==> config.mk <==
export PLATFORM = sky130hd
export DESIGN_NAME = i2cm_engine
export DESIGN_NICKNAME = d
export VERILOG_FILES = /design/src/inc/i2cm_pkg.sv /design/src/inc/i2cm_baud_if.sv /design/src/core/i2cm_baud.sv /design/src/core/i2cm_engine.sv
export SDC_FILE = /design/constraint.sdc
export NUM_CORES = 1
export LEC_CHECK = 0
export BUFFER_PORTS_ARGS = -buffer_cell sky130_fd_sc_hd__buf_2
export CORE_ASPECT_RATIO = 1.4
export CORE_MARGIN = 1.5
export CORE_UTILIZATION = 47
export DETAILED_ROUTE_END_ITERATION = 16
export PLACE_DENSITY_LB_ADDON = 0.08
export SLEW_MARGIN = 15
export SYNTH_ARGS = -nofsm -noshare
export SYNTH_HDL_FRONTEND = slang
export SYNTH_SLANG_ARGS = --single-unit
==> constraint.sdc <==
create_clock -name mclk -period 6.3 [get_ports mclk]
set_clock_uncertainty 0.15 [all_clocks]
set_input_delay 1.26 -clock mclk [delete_from_list [all_inputs] [get_ports mclk]]
set_output_delay 1.26 -clock mclk [all_outputs]
set_load 0.1 [all_outputs]
==> src/inc/i2cm_pkg.sv <==
// package of constants and types for the i2c master byte engine
package i2cm_pkg;
    localparam int ADDR_W = 2;
    localparam logic [1:0] REG_DATA = 2'h0;
    localparam logic [1:0] REG_CTRL = 2'h1;
    localparam logic [1:0] REG_STAT = 2'h2;
    localparam logic [1:0] REG_BAUD = 2'h3;
    // control register fields
    localparam int CTL_RECEIVE_ENABLE_BIT = 0;
    localparam int CTL_ACK_SEQUENCE_ENABLE = 1;
    localparam int CTL_PEN = 2;
    localparam int CTL_ACK_DATA_BIT = 3;
    localparam int CTL_ACKST = 5;
    // status register fields, flags other than bf and busy are write one to clear, bf clears on a data read
    localparam int ST_BF = 0;
    localparam int ST_WRITE_COLLISION_FLAG = 1;
    localparam int ST_OV = 2;
    localparam int ST_INT = 3;
    localparam int ST_STOP = 4;
    localparam int ST_BUSY = 5;
    localparam logic [7:0] BAUD_RESET = 8'h09;
    localparam logic [3:0] LAST_TX_BIT = 4'h8;
    localparam logic [3:0] LAST_RX_BIT = 4'h7;
    typedef enum logic [2:0] {ST_IDLE, ST_TX, ST_RX, ST_ACK, ST_STOPSEQ} i2cm_state_e;
    typedef enum logic [2:0] {PH_FALL, PH_LOW, PH_WAIT, PH_HIGH, PH_SDAH, PH_LAST} i2cm_phase_e;
endpackage : i2cm_pkg

==> src/inc/i2cm_baud_if.sv <==
// interface between the byte engine and its baud generator
`timescale 1ns/1ps
`default_nettype none
interface i2cm_baud_if;
    logic load;
    logic [7:0] reload;
    logic tick;
    modport engine (output load, output reload, input tick);
    modport gen (input load, input reload, output tick);
endinterface : i2cm_baud_if
`default_nettype wire

==> src/core/i2cm_baud.sv <==
// reloadable baud generator: counts down once per load, stops and pulses when it reaches zero
`timescale 1ns/1ps
`default_nettype none
module i2cm_baud
    import i2cm_pkg::*;
(
    input wire logic mclk,   // system clock
    input wire logic reset,  // synchronous reset
    i2cm_baud_if.gen bif     // engine side
);
    logic [7:0] cnt;
    logic run;
    logic [7:0] next_cnt;
    logic next_run;
    logic next_tick;

    // count down from the reload value, stop and pulse at zero
    always_comb begin
        next_cnt = cnt;
        next_run = run;
        next_tick = 1'b0;
        if (bif.load) begin
            next_cnt = bif.reload;
            next_run = 1'b1;
        end else if (run) begin
            if (cnt == 8'h00) begin
                next_run = 1'b0;
                next_tick = 1'b1;
            end else begin
                next_cnt = cnt - 8'h01;
            end
        end
    end

    // register the counter
    always_ff @(posedge mclk) begin
        if (reset) begin
            cnt <= 8'h00;
            run <= 1'b0;
            bif.tick <= 1'b0;
        end else begin
            cnt <= next_cnt;
            run <= next_run;
            bif.tick <= next_tick;
        end
    end

    baud_reload_a: assert property (@(posedge mclk) disable iff (reset)
        bif.load |=> run && cnt == $past(bif.reload))
        else $error("baud generator did not take reload value");
endmodule : i2cm_baud
`default_nettype wire

==> src/core/i2cm_engine.sv <==
// i2c master byte engine: transmit, receive, acknowledge and stop sequences
//
// Added by the designer: the register addresses and strobed register access.
`timescale 1ns/1ps
`default_nettype none
module i2cm_engine
    import i2cm_pkg::*;
(
    input wire logic mclk,                // system clock, 10 MHz
    input wire logic reset,               // synchronous reset, active high
    input wire logic [ADDR_W-1:0] addr,   // register address
    input wire logic [7:0] wdata,         // write data
    input wire logic wr,                  // write strobe
    input wire logic rd,                  // read strobe
    output logic [7:0] rdata,             // read data, cycle after rd
    input wire logic scl_in,              // scl pin level
    output logic scl_out,                 // scl drive value, always low
    output logic scl_oe,                  // high while pulling scl low
    input wire logic sda_in,              // sda pin level
    output logic sda_out,                 // sda drive value, always low
    output logic sda_oe                   // high while pulling sda low
);
    i2cm_baud_if bif ();
    i2cm_baud u_baud (
        .mclk(mclk),
        .reset(reset),
        .bif(bif)
    );

    i2cm_state_e state, next_state;
    i2cm_phase_e phase, next_phase;
    logic [3:0] bit_cnt, next_bit_cnt;
    logic [7:0] shift, next_shift;
    logic [7:0] data_buf, next_data_buf;
    logic [7:0] baud_reg, next_baud_reg;
    logic receive_enable_bit, next_receive_enable_bit;
    logic ack_sequence_enable, next_ack_sequence_enable;
    logic stop_enable_bit, next_pen;
    logic ack_data_bit, next_ack_data_bit;
    logic ackst, next_ackst;
    logic bf, next_bf;
    logic write_collision_flag, next_write_collision_flag;
    logic ov, next_ov;
    logic intf, next_intf;
    logic stopd, next_stopd;
    logic next_scl_oe, next_sda_oe;
    logic [7:0] next_rdata;
    logic load_c;
    logic scl_m, scl_s, sda_m, sda_s;
    logic wr_data, wr_ctrl, wr_stat, idle;

    // two-stage synchronisers for the bus pins
    always_ff @(posedge mclk) begin
        if (reset) begin
            scl_m <= 1'b1;
            scl_s <= 1'b1;
            sda_m <= 1'b1;
            sda_s <= 1'b1;
        end else begin
            scl_m <= scl_in;
            scl_s <= scl_m;
            sda_m <= sda_in;
            sda_s <= sda_m;
        end
    end

    assign wr_data = wr && addr == REG_DATA;
    assign wr_ctrl = wr && addr == REG_CTRL;
    assign wr_stat = wr && addr == REG_STAT;
    assign idle = state == ST_IDLE;
    assign bif.load = load_c;
    assign bif.reload = baud_reg;

    // next state of the engine, flags and register file
    always_comb begin
        next_state = state;
        next_phase = phase;
        next_bit_cnt = bit_cnt;
        next_shift = shift;
        next_data_buf = data_buf;
        next_baud_reg = baud_reg;
        next_receive_enable_bit = receive_enable_bit;
        next_ack_sequence_enable = ack_sequence_enable;
        next_pen = stop_enable_bit;
        next_ack_data_bit = ack_data_bit;
        next_ackst = ackst;
        next_bf = bf;
        next_scl_oe = scl_oe;
        next_sda_oe = sda_oe;
        load_c = 1'b0;
        // status flags: software clears with a one, hardware sets win below
        next_write_collision_flag = write_collision_flag && !(wr_stat && wdata[ST_WRITE_COLLISION_FLAG]);
        next_ov = ov && !(wr_stat && wdata[ST_OV]);
        next_intf = intf && !(wr_stat && wdata[ST_INT]);
        next_stopd = stopd && !(wr_stat && wdata[ST_STOP]);
        if (rd && addr == REG_DATA) begin
            next_bf = 1'b0;
        end
        if (wr && addr == REG_BAUD) begin
            next_baud_reg = wdata;
        end
        // software commands
        if (wr_data) begin
            if (idle) begin
                next_data_buf = wdata;
                next_shift = wdata;
                next_bf = 1'b1;
                next_state = ST_TX;
                next_phase = PH_FALL;
                next_bit_cnt = 4'h0;
            end else begin
                next_write_collision_flag = 1'b1;
            end
        end
        if (wr_ctrl) begin
            next_ack_data_bit = wdata[CTL_ACK_DATA_BIT];
            if (idle) begin
                next_phase = PH_FALL;
                next_bit_cnt = 4'h0;
                if (wdata[CTL_PEN]) begin
                    next_pen = 1'b1;
                    next_state = ST_STOPSEQ;
                end else if (wdata[CTL_ACK_SEQUENCE_ENABLE]) begin
                    next_ack_sequence_enable = 1'b1;
                    next_state = ST_ACK;
                end else if (wdata[CTL_RECEIVE_ENABLE_BIT]) begin
                    next_receive_enable_bit = 1'b1;
                    next_state = ST_RX;
                end
            end
        end
        // bit sequencer shared by all operations
        case (phase)
            PH_FALL: begin
                if (!idle) begin
                    next_scl_oe = 1'b1;
                    if (scl_oe && (state != ST_STOPSEQ || (sda_oe && !sda_s))) begin
                        load_c = 1'b1;
                        next_phase = PH_LOW;
                        case (state)
                            ST_TX: begin
                                next_sda_oe = (bit_cnt == LAST_TX_BIT) ? 1'b0 : !shift[7];
                                next_shift = {shift[6:0], 1'b0};
                            end
                            ST_RX: next_sda_oe = 1'b0;
                            ST_ACK: next_sda_oe = !ack_data_bit;
                            default: next_sda_oe = sda_oe;
                        endcase
                    end else if (state == ST_STOPSEQ) begin
                        next_sda_oe = 1'b1;
                    end
                end
            end
            PH_LOW: begin
                if (bif.tick) begin
                    next_scl_oe = 1'b0;
                    next_phase = PH_WAIT;
                end
            end
            PH_WAIT: begin
                if (scl_s) begin
                    load_c = 1'b1;
                    next_phase = PH_HIGH;
                    if (state == ST_TX && bit_cnt == LAST_TX_BIT) begin
                        next_ackst = sda_s;
                    end
                    if (state == ST_RX) begin
                        next_shift = {shift[6:0], sda_s};
                    end
                end
            end
            PH_HIGH: begin
                if (bif.tick) begin
                    next_scl_oe = 1'b1;
                    next_bit_cnt = bit_cnt + 4'h1;
                    next_phase = PH_FALL;
                    case (state)
                        ST_TX: begin
                            if (bit_cnt == LAST_RX_BIT) begin
                                next_bf = 1'b0;
                            end
                            if (bit_cnt == LAST_TX_BIT) begin
                                next_intf = 1'b1;
                                next_state = ST_IDLE;
                            end
                        end
                        ST_RX: begin
                            if (bit_cnt == LAST_RX_BIT) begin
                                next_receive_enable_bit = 1'b0;
                                next_data_buf = shift;
                                next_bf = 1'b1;
                                next_ov = next_ov || bf; // set beats a clear
                                next_intf = 1'b1;
                                next_state = ST_IDLE;
                            end
                        end
                        ST_ACK: begin
                            next_ack_sequence_enable = 1'b0;
                            next_intf = 1'b1;
                            next_state = ST_IDLE;
                        end
                        default: begin
                            next_scl_oe = 1'b0;
                            next_sda_oe = 1'b0;
                            next_phase = PH_SDAH;
                        end
                    endcase
                end
            end
            PH_SDAH: begin
                if (sda_s && scl_s) begin
                    next_stopd = 1'b1;
                    load_c = 1'b1;
                    next_phase = PH_LAST;
                end
            end
            PH_LAST: begin
                if (bif.tick) begin
                    next_pen = 1'b0;
                    next_intf = 1'b1;
                    next_state = ST_IDLE;
                    next_phase = PH_FALL;
                end
            end
            default: next_phase = PH_FALL;
        endcase
        // read data mux
        case (addr)
            REG_DATA: next_rdata = data_buf;
            REG_CTRL: next_rdata = {2'h0, ackst, 1'b0, ack_data_bit, stop_enable_bit, ack_sequence_enable, receive_enable_bit};
            REG_STAT: next_rdata = {2'h0, !idle, stopd, intf, ov, write_collision_flag, bf};
            default: next_rdata = baud_reg;
        endcase
        if (!rd) begin
            next_rdata = 8'h00;
        end
    end

    // register all state
    always_ff @(posedge mclk) begin
        if (reset) begin
            state <= ST_IDLE;
            phase <= PH_FALL;
            bit_cnt <= 4'h0;
            shift <= 8'h00;
            data_buf <= 8'h00;
            baud_reg <= BAUD_RESET;
            receive_enable_bit <= 1'b0;
            ack_sequence_enable <= 1'b0;
            stop_enable_bit <= 1'b0;
            ack_data_bit <= 1'b0;
            ackst <= 1'b0;
            bf <= 1'b0;
            write_collision_flag <= 1'b0;
            ov <= 1'b0;
            intf <= 1'b0;
            stopd <= 1'b0;
            scl_oe <= 1'b0;
            sda_oe <= 1'b0;
            scl_out <= 1'b0;
            sda_out <= 1'b0;
            rdata <= 8'h00;
        end else begin
            state <= next_state;
            phase <= next_phase;
            bit_cnt <= next_bit_cnt;
            shift <= next_shift;
            data_buf <= next_data_buf;
            baud_reg <= next_baud_reg;
            receive_enable_bit <= next_receive_enable_bit;
            ack_sequence_enable <= next_ack_sequence_enable;
            stop_enable_bit <= next_pen;
            ack_data_bit <= next_ack_data_bit;
            ackst <= next_ackst;
            bf <= next_bf;
            write_collision_flag <= next_write_collision_flag;
            ov <= next_ov;
            intf <= next_intf;
            stopd <= next_stopd;
            scl_oe <= next_scl_oe;
            sda_oe <= next_sda_oe;
            scl_out <= 1'b0;
            sda_out <= 1'b0;
            rdata <= next_rdata;
        end
    end

    // checks on the sequencer
    tx_start_a: assert property (@(posedge mclk) disable iff (reset)
        wr_data && idle |=> bf && state == ST_TX && data_buf == $past(wdata))
        else $error("buffer write while idle did not start transmit");
    scl_low_hold_a: assert property (@(posedge mclk) disable iff (reset)
        phase == PH_LOW && !bif.tick |=> scl_oe)
        else $error("scl released before baud period ended");
    ack_release_a: assert property (@(posedge mclk) disable iff (reset)
        state == ST_TX && bit_cnt == LAST_TX_BIT && phase == PH_LOW |-> !sda_oe && !bf)
        else $error("sda not released for acknowledge");
    ack_capture_a: assert property (@(posedge mclk) disable iff (reset)
        state == ST_TX && bit_cnt == LAST_TX_BIT && phase == PH_WAIT && scl_s
        |=> ackst == $past(sda_s))
        else $error("acknowledge level not captured");
    tx_done_a: assert property (@(posedge mclk) disable iff (reset)
        state == ST_TX && bit_cnt == LAST_TX_BIT && phase == PH_HIGH && bif.tick
        |=> idle && intf && scl_oe && !sda_oe)
        else $error("transmit end did not park bus and interrupt");
    write_coll_a: assert property (@(posedge mclk) disable iff (reset)
        wr_data && !idle |=> write_collision_flag && data_buf == $past(data_buf))
        else $error("busy buffer write not flagged as collision");
    receive_enable_bit_ignore_a: assert property (@(posedge mclk) disable iff (reset)
        wr_ctrl && wdata[CTL_RECEIVE_ENABLE_BIT] && !idle && state != ST_RX |=> state != ST_RX)
        else $error("receive started while busy");
    rx_done_a: assert property (@(posedge mclk) disable iff (reset)
        state == ST_RX && bit_cnt == LAST_RX_BIT && phase == PH_HIGH && bif.tick
        |=> idle && bf && !receive_enable_bit && intf && scl_oe && data_buf == $past(shift))
        else $error("receive end sequence wrong");
    overflow_a: assert property (@(posedge mclk) disable iff (reset)
        state == ST_RX && bit_cnt == LAST_RX_BIT && phase == PH_HIGH && bif.tick && bf
        |=> ov)
        else $error("overflow not flagged");
    ack_drive_a: assert property (@(posedge mclk) disable iff (reset)
        state == ST_ACK && phase == PH_LOW |-> sda_oe == !ack_data_bit && scl_oe)
        else $error("ack data not driven");
    stop_end_a: assert property (@(posedge mclk) disable iff (reset)
        state == ST_STOPSEQ && phase == PH_LAST && bif.tick |=> !stop_enable_bit && intf && idle && stopd)
        else $error("stop completion wrong");
    stretch_a: assert property (@(posedge mclk) disable iff (reset)
        !idle && phase == PH_WAIT && !scl_s |=> phase == PH_WAIT && !bif.tick)
        else $error("baud ran while scl held low");
    tx_byte_c: cover property (@(posedge mclk) disable iff (reset)
        state == ST_TX ##1 state == ST_IDLE);
    rx_byte_c: cover property (@(posedge mclk) disable iff (reset)
        state == ST_RX ##1 state == ST_IDLE && ov);
    stop_seq_c: cover property (@(posedge mclk) disable iff (reset)
        state == ST_STOPSEQ ##1 state == ST_IDLE);
endmodule : i2cm_engine
`default_nettype wire

# Yosys cells after proc, flatten, opt, wreduce, memory -nomap -nowiden
# Cells that the tools add are included.
# totals
input_bits	16
out_inout_bits	12
register_bits	68
wordCells	208
# op_classes
addsub	2
eq_ne	22
reduce_logical	41
n_mux	115
n_bitwise	2
# op_table
op	count
$mux 8	16
$mux 3	23
$mux 1	58
$mux 4	6
$pmux 8 s3	1
$pmux 3 s6	1
$logic_and 1x1->1	17
$pmux 8 s2	1
$eq 3x2->1 const B	4
$pmux 1 s3	4
$eq 3x3->1 const B	3
$pmux 3 s3	1
$logic_not 1->1	8
$logic_not 8->1	1
$sub 8x1->8 const B	1
$eq 3x1->1 const B	2
$logic_not 3->1	2
$ne 2x2->1 const B	3
$ne 3x3->1 const B	2
$pmux 1 s2	3
$pmux 3 s2	1
$reduce_and 6->1	1
$reduce_or 3->1	2
$ne 5x5->1 const B	1
15 further kinds	20

# Depth between registers and ports, before layout
# logic_depth
word_depth	12
depth_mapped	8
mapped_depth_nobuf	7

# Hierarchy
# From an unflattened synthesis, not the netlist that was laid out.
# unflattened
hier_cells	388
hier_area_um2	3382.0
# modules_own_cells
mod	cells_each	instances	seq_area_each_um2	area_each_um2
i2cm_engine	323	1	1161.1	2805.2
i2cm_baud	65	1	200.2	576.8

# Worst setup path after synthesis
# Ideal clock, no wire load.
# synth_path
kind	input port to flip-flop
start	in addr[1]
end	reg shift[0]
setup_time_ps	128
path_slack_ps	3502
path_buffers	2
cell_stages	7
arrival_ps	2520
cell_sequence	clkbuf_8 or2b_2 nor3_4 buf_6 mux2_2 a22oi_1 nor2_1
# synth_via
elab_chain_len	7
elab_cells_between_ends	9
classes_between	mux (7); reduce/logical (2)
# synth_rtl
item	line	text
start: declaration	i2cm_engine.sv:11	input wire logic [ADDR_W-1:0] addr,
$logic_not 2->1 (*)	i2cm_engine.sv:67	assign wr_data = wr && addr == REG_DATA;
$logic_and 1x1->1 (*)	i2cm_engine.sv:67	
$mux 8 (*)	i2cm_engine.sv:103	if (wr_data) begin
$mux 8	i2cm_engine.sv:140	case (state)
$mux 8	i2cm_engine.sv:137	if (scl_oe && (state != ST_STOPSEQ || (sda_oe && !sda_s))) begin
$mux 8	i2cm_engine.sv:135	if (!idle) begin
$pmux 8 s2 (*)	i2cm_engine.sv:133	case (phase)
end signal: assignment	i2cm_engine.sv:267	shift <= next_shift;
end: declaration	i2cm_engine.sv:33	logic [7:0] shift, next_shift;
# Mark *: on every way between the ends. The rest lies on a longest branch, timed or not.
# A chain may end at the register's enable or synchronous reset.

# Worst setup path in the final report
# Ends and elaborated chain as after synthesis.

==> reports/metrics.yaml <==
status:
  outcome: "completed"
synthesis:
  syn-mean-instance-area_sq_um: 9.14
  syn_inst: 372
  synth-seq-cells: 68
  synth_ff_type: "dfxtp_1"
  synth_xor_area_share_pct: 0.258
  netlist_area_sq_um: 3400
  yosys.area_share.simple_pct: 23.9
  synthMuxAreaShare_pct: 9.97
  synth-edff-count: 0
  async_flop_share_pct: 0
  synth.distinct_cells: 64
  synth_top_family_by_area: "simple AND/OR/NAND/NOR gates"
  ys.warnings.count: 0
  synth_compound_gate_area_share_pct: 17.3
  yosysSeqAreaShare_pct: 40.0
  yosys.area_share.adder_pct: 1.47
run:
  maxCapViolations: 0
cells_and_area:
  final_nets: 404
  syn2layout_area_growth_pct: 7.21
  n_antenna_cell: 0
  drive_above_1_share_pct: 17.6
  post-route-util_pct: 52.2
place:
  portBuffers: 25
  hpwl_microns: 5620
  routabilityCongestion: 0.850
global_routing:
  grt_first_pass_wirelength_microns: 13100
  grt-ovfl-total: 0
  grtUsageTotal_pct: 22.4
  grt_max_degree: 54
  grt_pass1_vias: 2596
  grt_antenna_before_repair: 0
route:
  ant_nets: 0
  drt-initial-drc-count: 126
  dr.pass1.iters: 4
  via_per_inst: 5.61
  drt_wl_total_microns: 7990
  wl_per_cell_microns: 16.6
  via_count: 2702
  drcViolationCount: 0
clock_tree:
  cts_inserted_buffers: 9
  root_buffer: "clkbuf_8"
  htree_num_levels: 3
  cts.path.max_buffers: 2
  post_cts_resized: 0
  hold_buffers: 0
  clock_sinks: 68
  cts_setup_buffers: 0
  clk_pin_slew_worst_paths_ns: 0.07
  cts_tree: "yes"
  clkLatencyLatePin_ns: 0.34
critical_path:
  start_kind: "input pin"
  r2r_slack_ns: 3.53
  worstPathRequired_ns: 6.36
  crit_type: "input pin to register"
  end_kind: "register"
  cp.arrival_ns: 3.29
  cp_max_fo: 18
timing:
  post-route-period-util_pct: 51.3
  setup_viol: 0
  finalMaxSlewViolations: 0
  hold_viol_final: 0
  timing.hold.ws_ns: 0.259
  rsz0062_at_grt: "no"
  max_freq_ghz: 0.310
  worstMarginPinSlew_ns: 1.03
  final.setup.tns_ns: 0
  relSlewSlack_pct: 31.0
  fin_crit_ns: 3.23
floorplanning:
  dieArea_sq_um: 7760
  rows: 36
  core_sq_um: 6980
  io_pins: 28
  die_h_microns: 104
  die_w_microns: 74.9
  start_util_pct: 48.7
pwr:
  p_leak_nw: 1.41
  peakVddDrop_v: 0.000125
  finalPower_w: 0.000933
  p_per_area_nw_per_um2: 256
hold_path:
  hp-class: "register to register"
-- metrics by stage --
| step | instance area, sq um | std cells | worst slack, ns |
|---|---|---|---|
| 2_1_floorplan | 3400 | 373 | 3.50 |
| 3_3_place_gp | 3450 | 468 | 2.76 |
| 3_5_place_dp | 3450 | 468 | 2.72 |
| 4_1_cts | 3640 | 482 | 3.06 |
| 5_1_grt | 3640 | 482 | 2.92 |
| 6_report | 3640 | 482 | 3.07 |
-- cell families (layout without fill, tap and decap cells) --
family          count (synthesis)  after routing
mux                            27             27
flops                          68             68
compound gates                 78             78
other cells                     1              2
buf+inv                        35             49
xor+xnor                        1              1
simple gates                  158            158
fa+ha+maj                       4              4
-- final timing paths --
| kind | start | to | cells after the start |
|---|---|---|---|
| setup reg to reg | state[2]$_SDFF_PP0_ | shift[0]$_SDFF_PP0_ | 5 |
| hold / removal | scl_m$_SDFF_PP1_ | scl_s$_SDFF_PP1_ | 1 |
| setup / recovery | addr[1] | shift[0]$_SDFF_PP0_ | 6 |
| hold reg to reg | scl_m$_SDFF_PP1_ | scl_s$_SDFF_PP1_ | 1 |
-- cells in the mapped netlist (2+ instances only) --
library cell / number / share of area [%]
dfxtp_1: 68 / 40
nor2_1: 50 / 5.5
nand2_1: 36 / 4.0
a21oi_1: 30 / 4.4
mux2i_1: 20 / 5.9
nand3_1: 13 / 1.9
a211oi_1: 11 / 2.4
clkbuf_1: 10 / 1.1
a211oi_2: 9 / 3.3
inv_1: 9 / 0.99
nor3_1: 8 / 1.2
o21ai_0: 7 / 1.0
and3_1: 6 / 1.1
clkbuf_8: 5 / 2.0
nor2b_1: 5 / 0.92
buf_2: 4 / 0.59
ha_1: 4 / 1.5
mux4_2: 4 / 2.7
nand2b_1: 4 / 0.74
nor3b_1: 4 / 0.88
or2_2: 4 / 0.74
or3_1: 4 / 0.74
a311oi_1: 3 / 0.77
buf_6: 3 / 0.99
nand3b_1: 3 / 0.66
nand4_1: 3 / 0.55
or4_1: 3 / 0.66
a22oi_1: 2 / 0.44
a31oi_1: 2 / 0.37
buf_4: 2 / 0.44
mux2_2: 2 / 0.66
nor4bb_1: 2 / 0.59
-- area by class of cell --
class / instances / area (sq um)
flip-flops and latches: 68 / 1360
clock inverters: 2 / 35.0
inverters: 9 / 33.8
fillers: 698 / 3340
well taps: 95 / 119
clock buffers: 12 / 155
multi-input cells: 270 / 1810
repair buffers: 26 / 133
-- routing by layer --
layer  GRT usage, %  wire length [microns]
met4           9.74                    141
met3           4.77                    237
met1           26.5                   3380
met2           37.8                   4230
met5              0                      0
-- cell usage in the layout (no fill, tap or decap), drive strengths merged, types with 5 or more instances in the layout --
cell,instances
clkbuf,12
buf,26
nand3,13
and3,6
o21ai,7
inv,9
a211oi,20
a21oi,30
nor2,50
nand2,36
mux4,5
mux2i,20
nor2b,5
dfxtp,68
nor3,10
-- critical path: stages --
cell	delay, ns
buf_2	0.21
or2b_2	0.38
nor3_4	0.80
mux2_2	0.42
a22oi_1	0.16
nor2_1	0.05
-- report_power, final --
| group | internal (W) | switching (W) | total, W | leakage [nW] |
|---|---|---|---|---|
| clock network | 0.000200 | 0.000162 | 0.000362 | 0.0983 |
| logic | 0.0000374 | 0.0000729 | 0.000110 | 0.763 |
| registers | 0.000445 | 0.0000160 | 0.000461 | 0.552 |
| total | 0.000682 | 0.000251 | 0.000933 | 1.41 |
Note: power is estimated with default switching activity, not from simulation.
